`config.mk`:
```
export PLATFORM = sky130hd
export DESIGN_NAME = isc_regs
export DESIGN_NICKNAME = d
export VERILOG_FILES = /design/src/common/isc_pkg.sv /design/src/core/isc_regs.sv
export SDC_FILE = /design/constraint.sdc
export NUM_CORES = 2
export LEC_CHECK = 0
export BUFFER_PORTS_ARGS = -buffer_cell sky130_fd_sc_hd__clkbuf_2
export CAP_MARGIN = 5
export CORE_ASPECT_RATIO = 0.75
export CORE_MARGIN = 1.5
export CORE_UTILIZATION = 44
export CTS_CLUSTER_SIZE = 12
export DETAILED_ROUTE_END_ITERATION = 10
export PLACE_DENSITY = 0.69
export SYNTH_ARGS = -nofsm -noshare
export SYNTH_HDL_FRONTEND = slang
export SYNTH_SLANG_ARGS = --single-unit
```
`constraint.sdc`:
```
create_clock -name pclk -period 6.9 [get_ports pclk]
set_input_delay 1.035 -clock pclk [delete_from_list [all_inputs] [get_ports pclk]]
set_output_delay 1.035 -clock pclk [all_outputs]
set_load 0.1 [all_outputs]
```
`src/common/isc_pkg.sv`:
```
/*
  Shared constants and types of the interrupt status and command register group.
  Assumes a 32-bit APB with byte addresses and one aligned word per register.
*/
package isc_pkg;

    localparam int          ISC_AW          = 12;
    localparam int          ISC_DW          = 32;
    localparam int          ISC_NSRC        = 32;
    localparam int          ISC_IDW         = 5;

    localparam logic [11:0] ISC_OFS_SVR0    = 12'h080;
    localparam logic [11:0] ISC_OFS_SVR31   = 12'h0FC;
    localparam logic [11:0] ISC_OFS_IVR     = 12'h100;
    localparam logic [11:0] ISC_OFS_FVR     = 12'h104;
    localparam logic [11:0] ISC_OFS_CUR     = 12'h108;
    localparam logic [11:0] ISC_OFS_PEND    = 12'h10C;
    localparam logic [11:0] ISC_OFS_MASK    = 12'h110;
    localparam logic [11:0] ISC_OFS_CORE    = 12'h114;
    localparam logic [11:0] ISC_OFS_EN      = 12'h120;
    localparam logic [11:0] ISC_OFS_DIS     = 12'h124;
    localparam logic [11:0] ISC_OFS_CLR     = 12'h128;
    localparam logic [11:0] ISC_OFS_SET     = 12'h12C;
    localparam logic [11:0] ISC_OFS_EOS     = 12'h130;
    localparam logic [11:0] ISC_OFS_SPU     = 12'h134;
    localparam logic [11:0] ISC_OFS_EVSTAT  = 12'h150;
    localparam logic [11:0] ISC_OFS_EVEN    = 12'h154;
    localparam logic [11:0] ISC_OFS_EVCLR   = 12'h158;

    localparam int          ISC_FAST_BIT    = 0;
    localparam int          ISC_SYS_BIT     = 1;
    localparam int          ISC_CORE_FAST   = 0;
    localparam int          ISC_CORE_NORM   = 1;
    localparam int          ISC_EV_TAKE     = 0;
    localparam int          ISC_EV_DONE     = 1;
    localparam int          ISC_NEV         = 2;

    localparam logic [31:0] ISC_RST_WORD    = 32'h0000_0000;
    localparam logic [4:0]  ISC_RST_ID      = 5'h00;

    typedef struct packed {
        logic [11:0] addr;
        logic        write;
        logic [31:0] wdata;
    } isc_apb_req_t;

    typedef struct packed {
        logic        fast_req_n;
        logic        norm_req_n;
    } isc_core_req_t;

endpackage

```
`src/core/isc_regs.sv`:
```
/*
  Status and command register group of a vectored interrupt controller:
  pending and mask bits, current source, request lines to the core, vectors.
  Assumes an APB master on pclk and source levels from logic on the same clock.
*/
`timescale 1ns/1ns

// Summary of operation
// [RL1] Status register returns current serviced source number.
// [RL2] Pending bits show pending sources; reset zero.
// [RL3] Bit 0 fast, bit 1 system, rest peripherals.
// [RL4] Mask bits show enabled sources; reset disabled.
// [RL5] Core status bit 0 mirrors fast request.
// [RL6] Core status bit 1 mirrors normal request.
// [RL7] Enable command ones set mask bits.
// [RL8] Disable command ones clear mask bits.
// [RL9] Clear command ones clear pending bits.
// [RL10] Set command ones make sources pending.
// [RL11] Any end-of-service write ends current treatment.
// [RL12] Handler writes end-of-service when servicing is done.
// [RL13] Spurious vector returned when no interrupt present.
// [RL14] Current source number indexes the vector read.
// [RL15] Command reads return zero; effects visible next read.
module isc_regs
    import isc_pkg::*;
(
    input  wire logic                pclk,
    input  wire logic                presetn,
    input  wire logic                psel,
    input  wire logic                penable,
    input  wire logic                pwrite,
    input  wire logic [31:0]         paddr,
    input  wire logic [31:0]         pwdata,
    input  wire logic [3:0]          pstrb,
    output logic      [31:0]         prdata,
    output logic                     pready,
    output logic                     pslverr,
    input  wire logic [ISC_NSRC-1:0] src_level,
    output logic                     fast_request_output_n,
    output logic                     normal_request_output_n,
    output logic      [ISC_IDW-1:0]  current_source_number,
    output logic                     bus_irq
);

    isc_apb_req_t              req;
    isc_core_req_t             core_r;
    logic                      pready_r;
    logic                      pslverr_r;
    logic [31:0]               prdata_r;
    logic [31:0]               prdata_nxt;
    logic                      hit_nxt;
    logic                      acc;
    logic                      wr;
    logic [ISC_NSRC-1:0]       pend_r;
    logic [ISC_NSRC-1:0]       mask_r;
    logic [ISC_NSRC-1:0]       src_d_r;
    logic [ISC_NSRC-1:0]       cmd_en;
    logic [ISC_NSRC-1:0]       cmd_dis;
    logic [ISC_NSRC-1:0]       cmd_clr;
    logic [ISC_NSRC-1:0]       cmd_set;
    logic [ISC_NSRC-1:0]       done_clr;
    logic [ISC_NSRC-1:0]       active;
    logic                      eos_wr;
    logic                      busy_r;
    logic [ISC_IDW-1:0]        cur_r;
    logic [ISC_IDW-1:0]        pick;
    logic                      pick_ok;
    logic                      take;
    logic [31:0]               spu_r;
    logic [31:0]               vec_r [ISC_NSRC];
    logic [ISC_NEV-1:0]        ev_stat_r;
    logic [ISC_NEV-1:0]        ev_en_r;
    logic [ISC_NEV-1:0]        ev_set;
    logic [ISC_NEV-1:0]        ev_clr;
    logic                      bus_irq_r;
    logic [ISC_IDW-1:0]        svr_idx;
    logic                      svr_hit;

    assign req.addr  = paddr[11:0];
    assign req.write = pwrite;
    assign req.wdata = pwdata;

    // The access is taken only at the edge where pready is seen high.
    assign acc = psel && penable && pready_r;
    assign wr  = acc && req.write;

    assign svr_hit = (req.addr >= ISC_OFS_SVR0) && (req.addr <= ISC_OFS_SVR31)
                     && (req.addr[1:0] == 2'b00);
    assign svr_idx = req.addr[6:2];

    // Command strobes, one cycle wide, aligned with the completing edge.
    assign cmd_en  = (wr && req.addr == ISC_OFS_EN)  ? req.wdata : '0;
    assign cmd_dis = (wr && req.addr == ISC_OFS_DIS) ? req.wdata : '0;
    assign cmd_clr = (wr && req.addr == ISC_OFS_CLR) ? req.wdata : '0;
    assign cmd_set = (wr && req.addr == ISC_OFS_SET) ? req.wdata : '0;
    // The data word is ignored; only the write itself counts.  // see [RL11]
    assign eos_wr  = wr && (req.addr == ISC_OFS_EOS);

    assign ev_clr  = (wr && req.addr == ISC_OFS_EVCLR) ? req.wdata[ISC_NEV-1:0]
                                                       : '0;

    assign active = pend_r & mask_r;

    // Lowest numbered normal source wins; arbitration by priority lives
    // outside this group, so a fixed order stands in for it here.
    always_comb begin
        pick    = ISC_RST_ID;
        pick_ok = 1'b0;
        for (int i = ISC_NSRC - 1; i > ISC_FAST_BIT; i--) begin
            if (active[i]) begin
                pick    = ISC_IDW'(i);
                pick_ok = 1'b1;
            end
        end
    end

    assign take = !busy_r && pick_ok;

    always_ff @(posedge pclk or negedge presetn) begin
        if (!presetn) begin
            src_d_r <= ISC_RST_WORD;
        end else begin
            src_d_r <= src_level;
        end
    end

    // Treatment of the current source ends on the end-of-service write, which
    // also drops that source's pending bit so it is not taken twice.
    always_comb begin
        done_clr = '0;
        if (eos_wr && busy_r) begin // see [RL11] [RL12]
            done_clr[cur_r] = 1'b1;
        end
    end

    // One pending and one mask flip-flop per source; all per-source registers
    // share one map: fast at bit 0, system at bit 1, peripherals above.
    for (genvar g = 0; g < ISC_NSRC; g++) begin : g_src // see [RL3]
        always_ff @(posedge pclk or negedge presetn) begin
            if (!presetn) begin
                pend_r[g] <= 1'b0; // see [RL2]
            end else if (cmd_set[g] || (src_level[g] && !src_d_r[g])) begin
                // A new event wins over a clear in the same cycle.
                pend_r[g] <= 1'b1; // see [RL10]
            end else if (cmd_clr[g] || done_clr[g]) begin
                pend_r[g] <= 1'b0; // see [RL9]
            end
        end

        always_ff @(posedge pclk or negedge presetn) begin
            if (!presetn) begin
                mask_r[g] <= 1'b0; // see [RL4]
            end else if (cmd_en[g]) begin
                mask_r[g] <= 1'b1; // see [RL7]
            end else if (cmd_dis[g]) begin
                mask_r[g] <= 1'b0; // see [RL8]
            end
        end
    end

    always_ff @(posedge pclk or negedge presetn) begin
        if (!presetn) begin
            busy_r <= 1'b0;
            cur_r  <= ISC_RST_ID;
        end else if (take) begin
            busy_r <= 1'b1;
            cur_r  <= pick; // see [RL1]
        end else if (eos_wr) begin
            busy_r <= 1'b0; // see [RL11]
        end
    end

    // Request lines are active low and fed only from registered state, so
    // the core status bits read exactly what the pins show.
    always_ff @(posedge pclk or negedge presetn) begin
        if (!presetn) begin
            core_r.fast_req_n <= 1'b1;
            core_r.norm_req_n <= 1'b1;
        end else begin
            core_r.fast_req_n <= !active[ISC_FAST_BIT];
            core_r.norm_req_n <= !busy_r;
        end
    end

    always_ff @(posedge pclk or negedge presetn) begin
        if (!presetn) begin
            spu_r <= ISC_RST_WORD;
        end else if (wr && req.addr == ISC_OFS_SPU) begin
            spu_r <= req.wdata; // see [RL13]
        end
    end

    always_ff @(posedge pclk or negedge presetn) begin
        if (!presetn) begin
            for (int i = 0; i < ISC_NSRC; i++) begin
                vec_r[i] <= ISC_RST_WORD;
            end
        end else if (wr && svr_hit) begin
            vec_r[svr_idx] <= req.wdata;
        end
    end

    assign ev_set[ISC_EV_TAKE] = take;
    assign ev_set[ISC_EV_DONE] = eos_wr && busy_r;

    always_ff @(posedge pclk or negedge presetn) begin
        if (!presetn) begin
            ev_stat_r <= '0;
        end else begin
            ev_stat_r <= ev_set | (ev_stat_r & ~ev_clr);
        end
    end

    always_ff @(posedge pclk or negedge presetn) begin
        if (!presetn) begin
            ev_en_r <= '0;
        end else if (wr && req.addr == ISC_OFS_EVEN) begin
            ev_en_r <= req.wdata[ISC_NEV-1:0];
        end
    end

    always_ff @(posedge pclk or negedge presetn) begin
        if (!presetn) begin
            bus_irq_r <= 1'b0;
        end else begin
            bus_irq_r <= |(ev_stat_r & ev_en_r);
        end
    end

    // Read mux; write-only commands answer zero and reads never have effects.
    always_comb begin
        prdata_nxt = ISC_RST_WORD;
        hit_nxt    = 1'b1;
        if (svr_hit) begin
            prdata_nxt = vec_r[svr_idx];
        end else begin
            unique case (req.addr)
                ISC_OFS_IVR: begin
                    prdata_nxt = busy_r ? vec_r[cur_r] : spu_r; // see [RL14] [RL13]
                end
                ISC_OFS_FVR: begin
                    prdata_nxt = active[ISC_FAST_BIT] ? vec_r[ISC_FAST_BIT]
                                                      : spu_r; // see [RL13]
                end
                ISC_OFS_CUR: begin
                    prdata_nxt = {27'h000_0000, cur_r}; // see [RL1]
                end
                ISC_OFS_PEND: begin
                    prdata_nxt = pend_r; // see [RL2]
                end
                ISC_OFS_MASK: begin
                    prdata_nxt = mask_r; // see [RL4]
                end
                ISC_OFS_CORE: begin
                    prdata_nxt[ISC_CORE_FAST] = !core_r.fast_req_n; // see [RL5]
                    prdata_nxt[ISC_CORE_NORM] = !core_r.norm_req_n; // see [RL6]
                end
                ISC_OFS_EN, ISC_OFS_DIS, ISC_OFS_CLR, ISC_OFS_SET,
                ISC_OFS_EOS, ISC_OFS_EVCLR: begin
                    prdata_nxt = ISC_RST_WORD; // see [RL15]
                end
                ISC_OFS_SPU: begin
                    prdata_nxt = spu_r;
                end
                ISC_OFS_EVSTAT: begin
                    prdata_nxt[ISC_NEV-1:0] = ev_stat_r;
                end
                ISC_OFS_EVEN: begin
                    prdata_nxt[ISC_NEV-1:0] = ev_en_r;
                end
                default: begin
                    hit_nxt = 1'b0;
                end
            endcase
        end
    end

    // One wait state: pready rises in the second access cycle, and the read
    // word is sampled then, so changes from an earlier command are visible.
    always_ff @(posedge pclk or negedge presetn) begin
        if (!presetn) begin
            pready_r  <= 1'b0;
            pslverr_r <= 1'b0;
            prdata_r  <= ISC_RST_WORD;
        end else if (psel && penable && !pready_r) begin
            pready_r  <= 1'b1;
            pslverr_r <= !hit_nxt || (paddr[31:12] != 20'h0_0000); // see [RL15]
            prdata_r  <= req.write ? ISC_RST_WORD : prdata_nxt;
        end else begin
            pready_r  <= 1'b0;
            pslverr_r <= 1'b0;
            prdata_r  <= ISC_RST_WORD;
        end
    end

    assign prdata                  = prdata_r;
    assign pready                  = pready_r;
    assign pslverr                 = pslverr_r;
    assign fast_request_output_n   = core_r.fast_req_n;
    assign normal_request_output_n = core_r.norm_req_n;
    assign current_source_number   = cur_r;
    assign bus_irq                 = bus_irq_r;

endmodule // isc_regs

```
==> summary by stage <==
Status
The flow ran to the end, and the final reports show no timing, DRC or antenna violations.

Setup path
The setup path with the least slack is of type in -> reg. Counting both buffers and inverters, the worst setup path holds a total of 2. The critical path crosses 9 cells after its start point. The worst path arrival time is 4970 ps. The start point of the critical path is paddr[0]. STA classifies the critical path startpoint as an input port. The number of cells traversed by the worst register-to-register path is 7. Along the worst path, the maximum fanout reaches 6. The kind of cell adding the most delay to the critical path is simple AND/OR/NAND/NOR gates. The required time at the endpoint of the critical path is 7520 ps. The cell with the largest stage delay on the worst path is nor4_2.

The signal on the critical path passes through clkbuf_2, nor4_2, nand4_1, nor3_1, nand2_1, nor2_1, buf_4, a221oi_1, a221o_1. The kind of capture point of the worst setup path is a register. For this run, the slowest stage of the critical path takes 880 ps. The critical register-to-register path startpoint is current_source_number[3].

Yosys
After technology mapping, the gate count stands at 4550. After synthesis the cells add up to 62600 sq um. Of all flip-flops after synthesis, the portion carrying an async set or reset was 1.00.

The Yosys step of the flow raised 0 warnings. Counting distinct cell types in the post-synthesis netlist gives 71. The adder-cell share of the synthesized area is 0. The number of nets handed over by synthesis was 4655. The combinational family with the most area after synthesis is multiplexers. In the synthesized netlist the dominant register cell turns out to be dfrtp_1. In this run, synthesis inferred 0 flip-flops with an integrated enable. The multiplexer share of the synthesized area is 0.390. The mean cell area of the mapped netlist is 13.8 sq um.

Of the total synthesized cell area, the portion taken by XOR and XNOR cells is 0. The complex-gate fraction of the synthesized area is 0.0641. Of the total synthesized cell area, the portion taken by AND, OR, NAND and NOR gates is 0.0323. The share of synthesized area occupied by flip-flops and latches is 0.479. Synthesis inferred 1199 register bits.

Power
The net switching fraction of the power is 0.237. The total power divided by cell area is 201 nW/um^2. The part of the power in combinational logic is 0.041. The total internal power is 10500 uW. VDD sags by at most 0.208 mV.

The net switching power of the design is 3260 uW. The share of total power in the clock network is 0.447. The sequential group share of total power is 0.512.

The leakage component of the power is 0.0303 uW.

STA
Setup repair after global routing left no endpoint under its margin. The relative slew slack is 0.131. The minimum setup slack in the final design is 2540 ps. The slew at the pin closest to its max-slew limit is 1300 ps.

The number of failing hold endpoints at the final stage is 0. The final number of setup-violating endpoints is 0. For this run, the top clock speed supported by timing is 230 MHz. The number of max-slew violations in the final report is 0. The final clock period utilization by the worst path is 0.631. The total negative slack for setup checks is 0 ps. The clock period minus worst slack is 4360 ps. Between clock sinks in the finished design, the worst skew comes to 36.0 ps.

Global route
Entering global routing, the biggest net connects 180 pins. The number of antenna violations at the first check in global routing is 9. The via count of the first global-routing pass was 42600.

The first-pass GRT wire length is 309000 um. The remaining global-route overflow is 0. For this run, the total global-route usage over all layers was measured as 0.294.

Clock tree
Post-CTS timing repair inserted 0 buffers for setup. Once the clock tree was built, the resizer swapped 0 gates to a different size. The clock transition at the registers of the reported paths is 60 ps. TritonCTS built the clock tree. Clock tree synthesis found a total of 1199 sinks. For this design, the CTS-stage hold fixing added 0 buffers. The buffer levels on the longest clock path is 3. The number of buffers added by the clock tree synthesis step is 117.

The cell at the root of the clock tree is clkbuf_16. The later pin in the worst-skew pair is clocked with a latency of 770 ps. The CTS H-tree depth is 3.

Die
The die is 439 um wide. The floorplan has 119 rows. The core region is 141000 sq um. The number of ports placed on the die boundary is 147. The overall die area is 145000 sq um. For this configuration, the core starts out at a cell density of 0.445. From bottom edge to top edge, the die measures 330 um.

Flow run
The number of max-cap violations is 0.

Worst hold path
The worst hold path belongs to the class in -> async.

Route
After the first detailed-routing iteration, the DRC count stood at 6295. The number of detailed-route iterations in the first pass is 6. The routed layout has 43800 vias. Dividing the detail-routed wire length by the instance count gives 33.6 um. The detail-routed via count per cell is 6.84. The total routed wirelength is 215000 um. The residual antenna-violating net count after detailed routing is 0. The remaining routing DRC violations is 0.

Final layout
The layout filler cell count is 12200. The commonest non-fill, non-tap cell in the layout is dfrtp_1. The share of post-route cells with drive strength above 1 is 0.407. The final layout net count is 4564.

The area added between synthesis and finish is 9.48%. In the layout the commonest cells are dfrtp_1, mux2_2, mux2i_1. Summing all non-filler instances in the final layout gives an area of 68500 sq um.

Placement
The count of input and output buffers is 142. The half-perimeter wire length of the detailed placement result is 126000 um. The placed instances occupy a cell area of 65100 sq um. The worst setup slack before clock tree synthesis is 2180 ps. Routability-driven placement finished with a final weighted congestion of 0.950.
-- final cells by class --
type	instances	area, sq um	share of cell area
Clock buffer	162	3300	0.0481
Timing Repair Buffer	253	1730	0.0252
Inverter	66	248	0.00361
Antenna cell	6	15.0	0.000219
Clock inverter	15	178	0.00259
Multi-Input combinational cell	2822	30700	0.448
Sequential cell	1199	30000	0.438
Tap cell	1875	2350	0.0342
-- metal layers --
layer | share of wire | track usage
met5 | 0.00037 | 0.00161
met4 | 0.042 | 0.113
met3 | 0.13 | 0.101
met2 | 0.42 | 0.417
met1 | 0.41 | 0.415
-- registers in the layout (all words and copies together), names as in the netlist, 2 cells and up --
signal	cells
ev_en_r	2
prdata	32
spu_r	32
ev_stat_r	2
src_d_r	32
vec_r	1024
current_source_number	5
pend_r	32
mask_r	32
-- kinds of logic (layout without fill, tap and decap cells) --
family,Yosys count,in the layout
muxes,1875,1875
buffers and inverters,529,496
other,0,6
and+or+nand+nor,402,402
DFF,1199,1199
AOI/OAI and AO/OA,545,545
-- power by group through the flow --
stage               clock network, uW  registers, uW  logic, uW
floorplan                           0           7180        264
detailed placement                  0           7180        569
global placement                    0           7180        565
global route                     6470           7040        614
CTS                              6200           7050        570
finish                           6150           7050        566
-- synthesized netlist by cell type (9+ instances only) --
master    count  area [sq um]
a21oi_1      30           150
a221o_1      64           641
a221oi_1     51           447
a22o_1       46           403
a22oi_1      20           150
a31oi_1      15          93.8
buf_1       116           435
buf_2        91           455
clkbuf_1    248           931
dfrtp_1    1197         30000
inv_1        66           248
mux2_1       39           439
mux2_2     1019         11500
mux2i_1     470          4700
mux4_2      347          7820
nand2_1     115           432
nand3_1      17          85.1
nor2_1      113           424
nor2b_1       9          56.3
nor3_1       39           195
nor4_1       37           231
o2111a_1     11           124
o211ai_1     13          97.6
o21ai_0      47           235
o22ai_1     198          1240
or4_1        15           113
-- stage by stage --
step	instances	total power, uW	hold slack (ps)	util
6_report	6398	13800	297	0.487
3_5_place_dp	6215	7750	476	0.462
3_3_place_gp	6215	7740	468	0.462
5_1_grt	6395	14100	359	0.487
2_1_floorplan	4550	7450	459	-
4_1_cts	6392	13800	349	0.487
-- path summary, 6_finish.rpt --
kind,to,slack [ps]
min in group pclk,src_d_r[31],390
worst min-delay path,vec_r[826],300
worst max-delay path,pend_r[9],2540
worst max register to register,prdata[3],2650
max in group asynchronous,vec_r[687],4950
worst min register to register,spu_r[21],490
-- worst reg2reg max path: stages, from the launching register on --
cell and delay, ps:
dfrtp_1 840, buf_4 520, or4b_2 1100, buf_4 390, o211ai_1 360, o221ai_1 180
a31o_1 240, a31oi_1 420
Note: power is estimated with default switching activity, not from simulation.
